`config.mk`:
```
export PLATFORM = sky130hd
export DESIGN_NAME = mcu_move_branch_bit_decode
export DESIGN_NICKNAME = d
export VERILOG_FILES = /design/src/rtl/cycle_timer.v /design/src/rtl/mcu_move_branch_bit_decode.v /design/src/rtl/op_table.v
export VERILOG_INCLUDE_DIRS = /design/src /design/src/rtl
export SDC_FILE = /design/constraint.sdc
export NUM_CORES = 1
export LEC_CHECK = 0
export BUFFER_PORTS_ARGS = -buffer_cell sky130_fd_sc_hd__buf_2
export CAP_MARGIN = 20
export CORE_MARGIN = 3
export CORE_UTILIZATION = 40
export CTS_CLUSTER_SIZE = 30
export DETAILED_ROUTE_END_ITERATION = 16
export SYNTH_ARGS = -nofsm -noshare
export SYNTH_HDL_FRONTEND = slang
export SYNTH_SLANG_ARGS = --single-unit
```
`constraint.sdc`:
```
create_clock -name mclk -period 4.93 [get_ports mclk]
set_clock_uncertainty 0.1 [all_clocks]
set_input_delay 0.986 -clock mclk [delete_from_list [all_inputs] [get_ports mclk]]
set_output_delay 0.986 -clock mclk [all_outputs]
set_load 0.05 [all_outputs]
```
`src/rtl/mbb_consts.vh`:
```
/*
  opcode bases and timing figures for the move, branch and bit decoder.
  assumes: included by bare name from the rtl files; definitions only.
*/
`ifndef MBB_CONSTS_VH
`define MBB_CONSTS_VH

// masks that strip register selects from an opcode
`define MASK_BANK      8'hF8
`define MASK_PTR       8'hFE

// data transfer
`define OP_MOV_DD      8'h85
`define OP_MOV_DI      8'h86
`define OP_MOV_ID      8'hA6
`define OP_LD_DP       8'h90
`define OP_CODE_DP     8'h93
`define OP_CODE_PC     8'h83
`define OP_XRD_PTR     8'hE2
`define OP_XRD_WIDE    8'hE0
`define OP_XWR_PTR     8'hF2
`define OP_XWR_WIDE    8'hF0
`define OP_PUSH        8'hC0
`define OP_POP         8'hD0
`define OP_BXG_BANK    8'hC8
`define OP_BXG_DIR     8'hC5
`define OP_BXG_PTR     8'hC6
`define OP_NIBX        8'hD6

// program branches
`define OP_SHORT_JMP   8'h80
`define OP_IND_JMP     8'h73
`define OP_BR_AZ       8'h60
`define OP_BR_ANZ      8'h70
`define OP_BR_CS       8'h40
`define OP_BR_CC       8'h50
`define OP_BR_BS       8'h20
`define OP_BR_BC       8'h30
`define OP_BR_BSC      8'h10
`define OP_CBU_DIR     8'hB5
`define OP_CBU_ACC     8'hB4
`define OP_CBU_BANK    8'hB8
`define OP_CBU_PTR     8'hB6
`define OP_DBN_BANK    8'hD8
`define OP_DBN_DIR     8'hD5

// boolean
`define OP_BIT_CLR     8'hC2
`define OP_BIT_SET     8'hD2
`define OP_BIT_INV     8'hB2
`define OP_AND_C       8'h82
`define OP_ANDN_C      8'hB0
`define OP_OR_C        8'h72
`define OP_ORN_C       8'hA0
`define OP_MOV_CB      8'hA2
`define OP_MOV_BC      8'h92

// least cycle counts of the external data moves
`define XRD_MIN_CYC    4'h3
`define XWR_MIN_CYC    4'h4

`endif

```
`src/rtl/cycle_timer.v`:
```
/*
  down counter that times the cycles left in an instruction.
  assumes: load and tick never together; tick at zero holds zero.
*/
`timescale 1ns/10ps

module cycle_timer (
  // clock and reset
  input  wire       mclk,
  input  wire       reset,
  // control
  input  wire       load,
  input  wire [3:0] loadVal,
  input  wire       tick,
  // state
  output reg  [3:0] count_r,
  output wire       atOne
);

  assign atOne = (count_r == 4'h1);

  always @(posedge mclk) begin
    if (reset) begin
      count_r <= 4'h0;
    end else if (load) begin
      count_r <= loadVal;
    end else if (tick && count_r != 4'h0) begin
      count_r <= count_r - 4'h1;
    end
  end

endmodule

```
`src/rtl/mcu_move_branch_bit_decode.v`:
```
/*
  decoder and sequencer for data transfer, program branch and boolean
  instructions: takes the opcode and its operand bytes from fetch, times
  the instruction to its cycle count and reports the result at its end.
  assumes: fetch offers one byte per cycle with valid/ready; pcIn is the
  address after the current instruction; accIn, dptrIn, carryIn, bitIn,
  cmpEqual and decZero are held stable by the datapath up to the end.
  // Function
  // - 0x85 direct to direct, 3 bytes, 4
  // - 0x86-87 pointer to direct, 2 bytes, 4
  // - 0xA6-A7 direct to pointer, 2 bytes, 5
  // - 0x90 loads data pointer, 3 bytes, 3
  // - 0x93/0x83 code byte load, 1 byte, 3
  // - external read 0xE2-E3/0xE0, 3-10 cycles
  // - external write 0xF2-F3/0xF0, 4-11 cycles
  // - mode bit picks external move behaviour
  // - 0xC0 push 4 cycles, 0xD0 pop 3
  // - byte exchange: bank, direct, indirect forms
  // - 0xD6-D7 nibble exchange, 1 byte, 3
  // - 0x80 short relative jump, 2 bytes, 3
  // - 0x73 jump to acc plus pointer, 2
  // - branch on acc zero/nonzero, carry set/clear
  // - branch on bit; 0x10 also clears bit
  // - compare acc, branch if unequal, 3/4
  // - compare bank/indirect with immediate, branch unequal
  // - decrement and branch if nonzero
  // - clear, set or complement addressed bit
  // - AND bit or its complement into carry
  // - OR bit or its complement into carry
  // - bit to carry 2, carry to bit 3
*/
`timescale 1ns/10ps
`include "mbb_consts.vh"

module mcu_move_branch_bit_decode (
  // clock and reset
  input  wire        mclk,
  input  wire        reset,
  // instruction byte stream
  input  wire [7:0]  fetchByte,
  input  wire        fetchValid,
  output wire        fetchReady,
  // core state
  input  wire [7:0]  accIn,
  input  wire [15:0] dptrIn,
  input  wire [15:0] pcIn,
  input  wire        carryIn,
  input  wire        bitIn,
  input  wire        cmpEqual,
  input  wire        decZero,
  input  wire        pmwMode,
  input  wire [2:0]  xdataStretch,
  // decoded instruction
  output reg  [7:0]  opBase_r,
  output reg  [2:0]  regSel_r,
  output reg  [1:0]  instBytes_r,
  output reg  [3:0]  instCycles_r,
  output reg  [7:0]  operand1_r,
  output reg  [7:0]  operand2_r,
  output wire        busy,
  // external data move
  output reg         xdataRead_r,
  output reg         xdataWrite_r,
  output reg         xdataWide_r,
  output reg         xdataCode_r,
  // completion results
  output reg         instDone_r,
  output reg         unknownOp_r,
  output reg         branchTaken_r,
  output reg  [15:0] targetAddr_r,
  output reg  [15:0] codeAddr_r,
  output reg         carryWe_r,
  output reg         carryNext_r,
  output reg         bitWe_r,
  output reg         bitNext_r
);

  localparam [2:0] S_OPC = 3'b001;
  localparam [2:0] S_OPR = 3'b010;
  localparam [2:0] S_EXE = 3'b100;

  reg  [2:0]  state_r;
  reg  [2:0]  state_nxt;
  reg  [1:0]  bytesLeft_r;
  reg         gotFirst_r;
  wire [7:0]  tblBase;
  wire [1:0]  tblBytes;
  wire [3:0]  tblCycles;
  wire        tblKnown;
  wire        timerOne;
  wire        accept;
  wire        opcAccept;
  wire        lastByte;
  wire        finish;
  wire        tblXdata;
  wire [3:0]  cycTotal;
  wire [7:0]  relByte;
  reg         brTake;
  reg         carryWe_nxt;
  reg         carryNext_nxt;
  reg         bitWe_nxt;
  reg         bitNext_nxt;

  function [15:0] add16;
    input [15:0] a;
    input [15:0] b;
    begin
      add16 = a + b;
    end
  endfunction

  function [15:0] zext8;
    input [7:0] v;
    begin
      zext8 = {8'h00, v};
    end
  endfunction

  function isXdata;
    input [7:0] b;
    begin
      isXdata = (b == `OP_XRD_PTR) || (b == `OP_XRD_WIDE) ||
                (b == `OP_XWR_PTR) || (b == `OP_XWR_WIDE);
    end
  endfunction

  op_table u_table (
    .opcode (fetchByte),
    .base   (tblBase),
    .bytes  (tblBytes),
    .cycles (tblCycles),
    .known  (tblKnown)
  );

  // wait stretch only ever lengthens external moves
  assign tblXdata = isXdata(tblBase);
  assign cycTotal = tblXdata ? (tblCycles + {1'b0, xdataStretch}) : tblCycles;

  assign fetchReady = (state_r == S_OPC) || (state_r == S_OPR);
  assign busy       = (state_r != S_OPC);
  assign accept     = fetchReady && fetchValid;
  assign opcAccept  = (state_r == S_OPC) && accept;
  assign lastByte   = (bytesLeft_r == 2'd1);

  // an instruction ends only when its bytes are in and its cycles spent
  assign finish = (opcAccept && tblBytes == 2'd1 && cycTotal == 4'h1) ||
                  ((state_r == S_OPR) && accept && lastByte && timerOne) ||
                  ((state_r == S_EXE) && timerOne);

  cycle_timer u_timer (
    .mclk    (mclk),
    .reset   (reset),
    .load    (opcAccept),
    .loadVal (cycTotal - 4'h1),
    .tick    (((state_r == S_OPR) && accept) || (state_r == S_EXE)),
    .count_r (),
    .atOne   (timerOne)
  );

  always @* begin
    case (state_r)
      S_OPC: begin
        if (!opcAccept) begin
          state_nxt = S_OPC;
        end else if (tblBytes != 2'd1) begin
          state_nxt = S_OPR;
        end else if (cycTotal == 4'h1) begin
          state_nxt = S_OPC;
        end else begin
          state_nxt = S_EXE;
        end
      end
      S_OPR: begin
        // operand bytes first; execution cycles only after the last one
        if (accept && lastByte) begin
          state_nxt = timerOne ? S_OPC : S_EXE;
        end else begin
          state_nxt = S_OPR;
        end
      end
      S_EXE: begin
        state_nxt = timerOne ? S_OPC : S_EXE;
      end
      default: begin
        state_nxt = S_OPC;
      end
    endcase
  end

  // relative offset is always the last operand byte
  assign relByte = (state_r == S_OPR) ? fetchByte :
                   ((instBytes_r == 2'd2) ? operand1_r : operand2_r);

  always @* begin
    case (opBase_r)
      `OP_SHORT_JMP: brTake = 1'b1;
      `OP_IND_JMP:   brTake = 1'b1;
      `OP_BR_AZ:     brTake = (accIn == 8'h00);
      `OP_BR_ANZ:    brTake = (accIn != 8'h00);
      `OP_BR_CS:     brTake = carryIn;
      `OP_BR_CC:     brTake = !carryIn;
      `OP_BR_BS:     brTake = bitIn;
      `OP_BR_BC:     brTake = !bitIn;
      `OP_BR_BSC:    brTake = bitIn;
      `OP_CBU_DIR,
      `OP_CBU_ACC:   brTake = !cmpEqual;
      `OP_CBU_BANK,
      `OP_CBU_PTR:   brTake = !cmpEqual;
      `OP_DBN_BANK,
      `OP_DBN_DIR:   brTake = !decZero;
      default:       brTake = 1'b0;
    endcase
  end

  always @* begin
    carryWe_nxt   = 1'b0;
    carryNext_nxt = carryIn;
    bitWe_nxt     = 1'b0;
    bitNext_nxt   = bitIn;
    case (opBase_r)
      `OP_BR_BSC: begin
        // clear only when the bit was found set
        bitWe_nxt   = bitIn;
        bitNext_nxt = 1'b0;
      end
      `OP_BIT_CLR: begin
        bitWe_nxt   = 1'b1;
        bitNext_nxt = 1'b0;
      end
      `OP_BIT_SET: begin
        bitWe_nxt   = 1'b1;
        bitNext_nxt = 1'b1;
      end
      `OP_BIT_INV: begin
        bitWe_nxt   = 1'b1;
        bitNext_nxt = !bitIn;
      end
      `OP_AND_C: begin
        carryWe_nxt   = 1'b1;
        carryNext_nxt = carryIn & bitIn;
      end
      `OP_ANDN_C: begin
        carryWe_nxt   = 1'b1;
        carryNext_nxt = carryIn & !bitIn;
      end
      `OP_OR_C: begin
        carryWe_nxt   = 1'b1;
        carryNext_nxt = carryIn | bitIn;
      end
      `OP_ORN_C: begin
        carryWe_nxt   = 1'b1;
        carryNext_nxt = carryIn | !bitIn;
      end
      `OP_MOV_CB: begin
        carryWe_nxt   = 1'b1;
        carryNext_nxt = bitIn;
      end
      `OP_MOV_BC: begin
        bitWe_nxt   = 1'b1;
        bitNext_nxt = carryIn;
      end
      default: begin
        carryWe_nxt = 1'b0;
      end
    endcase
  end

  always @(posedge mclk) begin
    if (reset) begin
      state_r      <= S_OPC;
      bytesLeft_r  <= 2'd0;
      gotFirst_r   <= 1'b0;
      opBase_r     <= 8'h00;
      regSel_r     <= 3'h0;
      instBytes_r  <= 2'd0;
      instCycles_r <= 4'h0;
      operand1_r   <= 8'h00;
      operand2_r   <= 8'h00;
      xdataRead_r  <= 1'b0;
      xdataWrite_r <= 1'b0;
      xdataWide_r  <= 1'b0;
      xdataCode_r  <= 1'b0;
    end else begin
      state_r <= state_nxt;
      if (opcAccept) begin
        opBase_r     <= tblBase;
        regSel_r     <= fetchByte[2:0];
        instBytes_r  <= tblBytes;
        instCycles_r <= cycTotal;
        bytesLeft_r  <= tblBytes - 2'd1;
        gotFirst_r   <= 1'b0;
        xdataRead_r  <= (tblBase == `OP_XRD_PTR) || (tblBase == `OP_XRD_WIDE);
        xdataWrite_r <= (tblBase == `OP_XWR_PTR) || (tblBase == `OP_XWR_WIDE);
        xdataWide_r  <= (tblBase == `OP_XRD_WIDE) || (tblBase == `OP_XWR_WIDE);
        // mode is caught per move so a change mid-move cannot split it
        xdataCode_r  <= tblXdata && pmwMode;
      end else if ((state_r == S_OPR) && accept) begin
        // first operand byte, then second, in fetch order
        if (!gotFirst_r) begin
          operand1_r <= fetchByte;
        end else begin
          operand2_r <= fetchByte;
        end
        gotFirst_r  <= 1'b1;
        bytesLeft_r <= bytesLeft_r - 2'd1;
      end
      if (finish) begin
        xdataRead_r  <= 1'b0;
        xdataWrite_r <= 1'b0;
      end
    end
  end

  // completion results, registered after the last cycle; strobes last one cycle, addresses and next values hold
  always @(posedge mclk) begin
    if (reset) begin
      instDone_r    <= 1'b0;
      unknownOp_r   <= 1'b0;
      branchTaken_r <= 1'b0;
      targetAddr_r  <= 16'h0000;
      codeAddr_r    <= 16'h0000;
      carryWe_r     <= 1'b0;
      carryNext_r   <= 1'b0;
      bitWe_r       <= 1'b0;
      bitNext_r     <= 1'b0;
    end else begin
      instDone_r  <= finish;
      unknownOp_r <= finish && opcAccept && !tblKnown;
      if (finish && !opcAccept) begin
        branchTaken_r <= brTake;
        if (opBase_r == `OP_IND_JMP) begin
          targetAddr_r <= add16(dptrIn, zext8(accIn));
        end else begin
          targetAddr_r <= add16(pcIn, {{8{relByte[7]}}, relByte});
        end
        if (opBase_r == `OP_CODE_PC) begin
          codeAddr_r <= add16(pcIn, zext8(accIn));
        end else begin
          codeAddr_r <= add16(dptrIn, zext8(accIn));
        end
        carryWe_r   <= carryWe_nxt;
        carryNext_r <= carryNext_nxt;
        bitWe_r     <= bitWe_nxt;
        bitNext_r   <= bitNext_nxt;
      end else begin
        branchTaken_r <= 1'b0;
        carryWe_r     <= 1'b0;
        bitWe_r       <= 1'b0;
      end
    end
  end

endmodule

```
`src/rtl/op_table.v`:
```
/*
  opcode table: base opcode, byte length and cycle count per opcode.
  assumes: purely combinational; unlisted opcodes come back unknown.
*/
`timescale 1ns/10ps
`include "mbb_consts.vh"

module op_table (
  // opcode in
  input  wire [7:0] opcode,
  // decode out
  output reg  [7:0] base,
  output reg  [1:0] bytes,
  output reg  [3:0] cycles,
  output reg        known
);

  wire [7:0] bankBase = opcode & `MASK_BANK;
  wire [7:0] ptrBase  = opcode & `MASK_PTR;

  always @* begin
    if (bankBase == `OP_BXG_BANK || bankBase == `OP_CBU_BANK || bankBase == `OP_DBN_BANK) begin
      base = bankBase;
    end else if (ptrBase == `OP_MOV_DI || ptrBase == `OP_MOV_ID || ptrBase == `OP_XRD_PTR ||
                 ptrBase == `OP_XWR_PTR || ptrBase == `OP_BXG_PTR || ptrBase == `OP_NIBX ||
                 ptrBase == `OP_CBU_PTR) begin
      base = ptrBase;
    end else begin
      base = opcode;
    end
    known = 1'b1;
    case (base)
      `OP_MOV_DD:   begin bytes = 2'd3; cycles = 4'h4; end
      `OP_MOV_DI:   begin bytes = 2'd2; cycles = 4'h4; end
      `OP_MOV_ID:   begin bytes = 2'd2; cycles = 4'h5; end
      `OP_LD_DP:    begin bytes = 2'd3; cycles = 4'h3; end
      `OP_CODE_DP,
      `OP_CODE_PC:  begin bytes = 2'd1; cycles = 4'h3; end
      `OP_XRD_PTR,
      `OP_XRD_WIDE: begin bytes = 2'd1; cycles = `XRD_MIN_CYC; end
      `OP_XWR_PTR,
      `OP_XWR_WIDE: begin bytes = 2'd1; cycles = `XWR_MIN_CYC; end
      `OP_PUSH:     begin bytes = 2'd2; cycles = 4'h4; end
      `OP_POP:      begin bytes = 2'd2; cycles = 4'h3; end
      `OP_BXG_BANK: begin bytes = 2'd1; cycles = 4'h2; end
      `OP_BXG_DIR:  begin bytes = 2'd2; cycles = 4'h3; end
      `OP_BXG_PTR:  begin bytes = 2'd1; cycles = 4'h3; end
      `OP_NIBX:     begin bytes = 2'd1; cycles = 4'h3; end
      `OP_SHORT_JMP: begin bytes = 2'd2; cycles = 4'h3; end
      `OP_IND_JMP:  begin bytes = 2'd1; cycles = 4'h2; end
      `OP_BR_AZ, `OP_BR_ANZ, `OP_BR_CS,
      `OP_BR_CC:    begin bytes = 2'd2; cycles = 4'h3; end
      `OP_BR_BS, `OP_BR_BC,
      `OP_BR_BSC:   begin bytes = 2'd3; cycles = 4'h4; end
      `OP_CBU_DIR, `OP_CBU_ACC,
      `OP_CBU_BANK,
      `OP_CBU_PTR:  begin bytes = 2'd3; cycles = 4'h4; end
      `OP_DBN_BANK: begin bytes = 2'd2; cycles = 4'h3; end
      `OP_DBN_DIR:  begin bytes = 2'd3; cycles = 4'h4; end
      `OP_BIT_CLR, `OP_BIT_SET,
      `OP_BIT_INV:  begin bytes = 2'd2; cycles = 4'h3; end
      `OP_AND_C, `OP_ANDN_C, `OP_OR_C, `OP_ORN_C,
      `OP_MOV_CB:   begin bytes = 2'd2; cycles = 4'h2; end
      `OP_MOV_BC:   begin bytes = 2'd2; cycles = 4'h3; end
      default:      begin bytes = 2'd1; cycles = 4'h1; known = 1'b0; end
    endcase
  end

endmodule

```
==> summary.md, run 1 <==
| Metric | Value |
|---|---|
| Met2 usage | 34.76% |
| Most frequent cells in the layout | buf_2 (136), nand2_1 (109), nor2_1 (94) |
| # DRC | 0 |
| Gpl congestion | 0.8789 |
| DR WL/cell | 16.76 um |
| Crit path largest cell delay | 0.41 ns |
| Final worst setup slack | 0.8616 ns |
| Met1 usage | 31.28% |
| FMAX | 245.8 MHz |
| Commonest non-fill, non-tap cell in the layout | buf_2 |
| Slew Limit Fails | 0 |
| Clock transition at the registers of the reported paths | 0.07 ns |
| Cell Area, Synth | 6561 um2 |
| Syn avg cell area | 7.499 um2 |
| Worst r2r src | state_r[1]$_SDFF_PP0_ |
| Peak supply drop | 0.0002199 V |
| Synthesis-stage register bit count | 86 |
| Ys flop type | dfxtp_1 |
| Hold Violations, Final | 0 |
| Library cells used by synthesis | 72 |
| Die width | 134.1 um |
| First-pass GRT wire length | 32.04 mm |
| Cells after Synth | 875 |
| Port bufs | 136 |
| Resize count post-CTS | 0 |
| Crit. End Element | flop |
| Initial Util | 41.16% |
| EDFF count, synth | 0 |
| Number of global-route vias before repair | 5996 |
| Post-CTS Setup Inserts | 0 |
| Slowest-stage cell, CP | buf_2 |
| Post-DP Area | 7348 um2 |
| Clock sink count | 86 |
| R2R setup slack | 0.94 ns |
| Sequential area share after synthesis | 26.24% |
| Overall routing resource usage | 22.00% |
| Layout cells sized above 1 | 18.53% |
| Via count | 6634 |
| Status | complete, no violations |
| Startpoint types | input port |
| Met3 Resource Use GR | 4.314% |
| WL final | 20.08 mm |
| WP data required | 5.11 ns |
| Hold depth | 2 |
| Root Buffer | clkbuf_16 |
| Placed cell count | 1181 |
| Gr busiest metal | met2 |
| Slew headroom | 29.93% |
| Post-Syn Nets | 977 |
| Antenna violations before repair | 0 |
| Largest net degree at the start of global routing | 67 |
| Die extent in y | 134.1 um |
| Multi-input gate area | 4484 um2 |
| Worst skew pair latency | 0.35 ns |
| Max-cap viol count | 0 |
| Starting DRT DRC Count | 429 |
| Period utilization | 82.52% |
| Critical hold path startpoint | codeAddr_r[9]$_SDFFE_PP0P_ |
| Cts hold-fix bufs | 0 |
| Core area | 15940 um2 |
| TritonCTS clock tree | built |
| Final ANT Viol Nets | 0 |
| RSZ-0062 raised after global routing | false |
| Tmin final | 4.068 ns |
| FF+latch area | 1722 um2 |
| Post-layout net count | 1079 |
| Site Rows | 46 |
| Final Non-Filler Cells | 1198 |
| TritonCTS Buffers | 9 |
| Final Instance Area | 7674 um2 |
| Worst Hold End | codeAddr_r[9]$_SDFFE_PP0P_ |
| Drt via density | 5.538 |
| Final setup fails | 0 |
| Area Overhead vs Synth | 16.95% |
| P_leak | 3.335 nW |
| Post-layout util | 48.13% |
| IO Pins | 137 |
| Post-DP HPWL | 15.09 mm |
| Hold Path Class | reg2reg |
| Worst R2R End | targetAddr_r[14]$_SDFFE_PP0P_ |
| Antenna diodes | 0 |
| Layout fillers | 1634 |
| Cells along the critical path | buf_2, xor2_1, o32ai_1, a32oi_1, nand4_2, o21ai_1, ha_1, inv_1, fa_1, xor2_1, nand2_1, o21ai_1, nand3_1, o31ai_2, nor3b_2 |
| H-tree depth | 3 |
| DRT Pass-1 Iters | 5 |
| Sum Neg Setup Slack | 0 ns |
| Crit path DAT | 4.25 ns |
| CP Class | in2reg |
| Place WS | 0.4819 ns |
| Total grt overflow | 0 |
| Max FO, Critical Path | 26 |
| Die Area | 17980 um2 |
| Slew of the pin with the lowest slew margin | 1.047 ns |
| Synth warnings | 0 |
| Post-synthesis async set-or-reset flop share | 0% |
| PwrDens | 264.8 nW/um2 |
| Maximum root-to-sink buffer count | 2 |
| R2R cell count | 13 |
[state kept, by name, indices dropped and copies added (netlist names), 2 cells and up]
register / count
bytesLeft_r: 2
instCycles_r: 4
targetAddr_r: 16
state_r: 3
instBytes_r: 2
operand1_r: 8
regSel_r: 3
operand2_r: 8
opBase_r: 8
codeAddr_r: 16
u_timer.count_r: 4
[where the power goes]
group,switching [W],internal [W]
clock,0.000312,0.000397
combinational,0.000373,0.000196
sequential,0.0000311,0.000723
[how the worst max path moves through the flow]
stage / slack (ns) / endpoint / cells after the start / from
5_1_grt: 0.61 / unknownOp_r$_SDFF_PP0_ / 15 / fetchByte[4]
4_1_cts: 0.86 / unknownOp_r$_SDFF_PP0_ / 15 / fetchByte[4]
3_5_place_dp: 0.48 / unknownOp_r$_SDFF_PP0_ / 15 / fetchByte[4]
2_1_floorplan: 0.95 / state_r[0]$_SDFF_PP1_ / 15 / fetchByte[1]
3_3_place_gp: 0.60 / state_r[0]$_SDFF_PP1_ / 14 / fetchByte[0]
6_report: 0.86 / unknownOp_r$_SDFF_PP0_ / 15 / fetchByte[4]
[through the flow]
step,hold slack [ns],total power [W]
after global placement,0.3387,0.001326
after detailed placement,0.3444,0.001326
after floorplan,0.3558,0.001180
after CTS,0.3526,0.002037
after global routing,0.3707,0.002145
final,0.3514,0.002032
[cells by family after synthesis]
group                      count (synthesis)  synth area share [%]
buffers and inverters                     84                 5.530
DFF                                       86                 26.24
AOI/OAI and AO/OA                        230                 22.46
muxes                                     27                 4.157
xor gates and xnor gates                  47                 6.274
adders and majority gates                 43                 8.658
and+or+nand+nor                          358                 26.68
[cell usage after synthesis, drive strengths merged, types with 3 or more instances]
| master | n | area share, % |
|---|---|---|
| nand2 | 109 | 6.2 |
| nor2 | 94 | 5.4 |
| dfxtp | 86 | 26 |
| a21oi | 75 | 5.8 |
| o21ai | 56 | 4.3 |
| clkbuf | 41 | 2.3 |
| ha | 39 | 7.4 |
| nor3 | 33 | 2.5 |
| mux2i | 25 | 3.8 |
| inv | 24 | 1.4 |
| nand3 | 24 | 1.8 |
| xnor2 | 24 | 3.2 |
| xor2 | 23 | 3.1 |
| buf | 18 | 1.8 |
| nand2b | 14 | 1.3 |
| nor2b | 14 | 1.3 |
| o211ai | 14 | 1.6 |
| and3 | 13 | 1.2 |
| a211oi | 12 | 1.4 |
| nand4 | 10 | 1.0 |
| a31oi | 8 | 0.76 |
| nor3b | 8 | 1.1 |
| o21a | 8 | 0.92 |
| a22oi | 7 | 0.80 |
| nand3b | 6 | 0.69 |
| nor4 | 6 | 0.57 |
| o41ai | 6 | 1.1 |
| or3 | 6 | 0.57 |
| o22ai | 5 | 0.48 |
| a311oi | 4 | 0.53 |
| and2 | 4 | 0.38 |
| and4b | 4 | 0.61 |
| fa | 4 | 1.2 |
| a211o | 3 | 0.40 |
| a21o | 3 | 0.34 |
| o2111ai | 3 | 0.40 |
| o221ai | 3 | 0.40 |
[worst max-delay path, delay by kind of cell]
family                     cells  cell delay (ns)
xor gates and xnor gates       2             0.39
AOI/OAI and AO/OA              5             1.16
and+or+nand+nor                4             0.68
buffers and inverters          2             0.46
adders and majority gates      2             0.57
[layout make-up]
type                    count  share of cell area (%)
clock buffers              10                   2.984
clock inverters             6                  0.8968
inverters                  25                   1.223
multi-input cells         705                   58.44
flip-flops and latches     86                   22.44
well taps                 216                   3.522
repair buffers            150                   10.50
[layer usage]
metal / routed length [um] / part of all wire, %
met1: 9527 / 47
met2: 9092 / 45
met3: 1176 / 5.9
met4: 281 / 1.4
met5: 0 / 0
No activity file was read; power rests on OpenSTA's default activity.
==> inputs of run 2 (changes only) <==
==> constraint.sdc (replaced) <==
create_clock -name mclk -period 3.4 [get_ports mclk]
set_clock_uncertainty 0.1 [all_clocks]
set_input_delay 0.68 -clock mclk [delete_from_list [all_inputs] [get_ports mclk]]
set_output_delay 0.68 -clock mclk [all_outputs]
set_load 0.05 [all_outputs]
==> run 2 against run 1 <==
Flip-flop and latch count did not move. Global-route usage rose by 0.93 points. Non-clock buffer count rose by 86. Total power rose by 46%. Critical path depth fell by 3. Die area did not move. Routed wire length rose by 3.5%. Clock power rose by 31%. Sequential share of layout area fell by 2.1 points. Register-to-register slack got worse by 0.78 ns.
==> summary.md, run 2 (synthesized netlist as in run 1, its figures left out) <==
| Metric | Value |
|---|---|
| Most frequent cells in the layout | buf_2 (133), nand2_1 (109), buf_4 (99) |
| Maximum root-to-sink buffer count | 2 (unchanged) |
| DR WL/cell | 16.18 um (-3.5%) |
| R2R setup slack | 0.16 ns (-0.78 ns) |
| Layout cells sized above 1 | 27.43% (+8.9 points) |
| Comb pwr share | 31.6% (+3.6 points) |
| Number of global-route vias before repair | 6430 (+7.2%) |
| Root Buffer | clkbuf_16 |
| NetSw | 0.001049 W (+47%) |
| Largest registers | codeAddr_r: 16 flops, targetAddr_r: 16 flops |
| Hold Violations, Final | 0 (unchanged) |
| TritonCTS clock tree | built |
| Period utilization | 98.61% |
| Slew headroom | 38.40% (+8.5 points) |
| P_leak | 3.806 nW (+14%) |
| Worst skew pair latency | 0.35 ns (about the same) |
| CP Class | in2reg |
| Total power | 0.002960 W (+46%) |
| Largest net degree at the start of global routing | 66 (-1.5%) |
| IO Pins | 137 (unchanged) |
| Area Overhead vs Synth | 29.10% |
| Hold Path Class | reg2reg |
| PwrDens | 349.4 nW/um2 (+32%) |
| TritonCTS Buffers | 9 (unchanged) |
| Crit. End Element | flop |
| Tmin final | 3.353 ns |
| Net Sw Frac | 35.46% (+0.22 points) |
| Slew of the pin with the lowest slew margin | 0.9207 ns (-0.1265 ns) |
| Clock transition at the registers of the reported paths | 0.06 ns (about the same) |
| FMAX | 298.3 MHz |
| Placed cell count | 1259 (+6.6%) |
| Worst R2R End | targetAddr_r[14]$_SDFFE_PP0P_ |
| H-tree depth | 3 (unchanged) |
| Status | complete, no violations |
| Final ANT Viol Nets | 0 (unchanged) |
| Via count | 6965 (+5.0%) |
| Max FO, Critical Path | 5 (-81%) |
| WHS | 0.3508 ns (-0.0005530 ns) |
| Sum Neg Setup Slack | 0 ns (unchanged) |
| Commonest non-fill, non-tap cell in the layout | buf_2 |
| WP data required | 3.57 ns (-1.54 ns) |
| First-pass GRT wire length | 33.61 mm (+4.9%) |
| WL final | 20.77 mm (+3.5%) |
| Internal power | 0.001910 W (+45%) |
| Overall routing resource usage | 22.93% (+0.93 points) |
| Antenna diodes | 0 (unchanged) |
| Peak supply drop | 0.0004056 V (+84%) |
| Register share of total power | 36.9% (-0.2 points) |
| Die extent in y | 134.1 um (unchanged) |
| Site Rows | 46 (unchanged) |
| Total grt overflow | 0 (unchanged) |
| Port bufs | 136 (unchanged) |
| Die Area | 17980 um2 (unchanged) |
| RSZ-0062 raised after global routing | true |
| R2R cell count | 15 (+2) |
| Gpl congestion | 0.8839 (+0.57%) |
| Worst r2r src | instBytes_r[1]$_SDFFE_PP0P_ |
| Setup crit start | fetchByte[3] |
| # DRC | 0 (unchanged) |
| Die width | 134.1 um (unchanged) |
| Clock share of power | 31.5% (-3.4 points) |
| Drt via density | 5.424 (-2.0%) |
| Antenna violations before repair | 0 (unchanged) |
| Starting DRT DRC Count | 425 (-0.93%) |
| Crit path DAT | 3.53 ns (-0.72 ns) |
| CP endpoint | unknownOp_r$_SDFF_PP0_ |
| DRT Pass-1 Iters | 5 (unchanged) |
| Post-DP HPWL | 16.17 mm (+7.2%) |
| Cts hold-fix bufs | 0 (unchanged) |
| Place WS | -0.3322 ns (-0.8142 ns) |
| Startpoint types | input port |
| Slew Limit Fails | 0 (unchanged) |
| Initial Util | 41.16% (unchanged) |
| Final Non-Filler Cells | 1284 (+7.2%) |
| Final worst setup slack | 0.04729 ns (-0.8143 ns) |
| Final setup fails | 0 (unchanged) |
| Core area | 15940 um2 (unchanged) |
| Post-layout net count | 1165 (+8.0%) |
| Max-cap viol count | 0 (unchanged) |
| Clock sink count | 86 (unchanged) |
run 2: cell types whose count changed in the layout (fill, tap and decap cells not counted), moves of 3 or more:
cell	previous run	this run
buf_4	13	99
o21ai_2	0	5
o21ai_0	52	46
nor2b_1	13	10
ha_1	39	36
buf_2	136	133
buf_6	0	3
run 2: area by class of cell:
type                    count  area, um2
inverters                  25      93.84
repair buffers            236       1458
flip-flops and latches     86       1723
clock inverters             6      45.04
clock buffers              10      229.0
multi-input cells         705       4652
well taps                 216      270.3
fillers                  1589       7472
run 2: worst max-delay path: stages:
cell and delay (ns):
buf_8 0.10, buf_6 0.10, or4_4 0.54, o41ai_4 0.31, a21oi_2 0.10, and4_4 0.22
fa_2 0.54, mux2_4 0.18, ha_4 0.14, nand3_4 0.09, o31ai_4 0.31, nor3b_2 0.20
run 2: power by group through the flow:
stage	sequential (W)	clock [W]	combinational, W
after global placement	0.00111	0	0.000896
after global routing	0.00110	0.00100	0.00103
final	0.00109	0.000932	0.000937
after floorplan	0.00119	0	0.000533
after CTS	0.00109	0.000956	0.000903
after detailed placement	0.00111	0	0.000899
run 2: how the worst min path moves through the flow:
| stage | start | end | slack (ns) | cells past startpoint |
|---|---|---|---|---|
| global placement | xdataCode_r$_SDFFE_PP0P_ | xdataCode_r$_SDFFE_PP0P_ | 0.34 | 2 |
| finish | codeAddr_r[9]$_SDFFE_PP0P_ | codeAddr_r[9]$_SDFFE_PP0P_ | 0.35 | 2 |
| global route | xdataCode_r$_SDFFE_PP0P_ | xdataCode_r$_SDFFE_PP0P_ | 0.37 | 2 |
| detailed placement | codeAddr_r[13]$_SDFFE_PP0P_ | codeAddr_r[13]$_SDFFE_PP0P_ | 0.35 | 2 |
| CTS | codeAddr_r[9]$_SDFFE_PP0P_ | codeAddr_r[9]$_SDFFE_PP0P_ | 0.35 | 2 |
| floorplan | bytesLeft_r[1]$_SDFFE_PP0P_ | bytesLeft_r[1]$_SDFFE_PP0P_ | 0.36 | 2 |
run 2: layer usage:
metal  vias up  track usage, %  share of wire [%]
li1       3528               -                  -
met1      3235           32.25                 47
met2       184           36.89                 46
met3        18           5.289                5.8
met4         0           3.394                1.0
met5         -               0                  0
run 2: metrics by stage:
step           area, um2  utilization [%]
2_1_floorplan       6629                -
3_3_place_gp        7996            50.16
3_5_place_dp        7996            50.16
4_1_cts             8273            51.89
5_1_grt             8471            53.13
6_report            8471            53.13
run 2: what timing repair did:
action	in CTS	in global routing
gates resized for setup	1	34
setup buffers	0	9
endpoints found under the setup margin	2	11
pin swaps	0	21
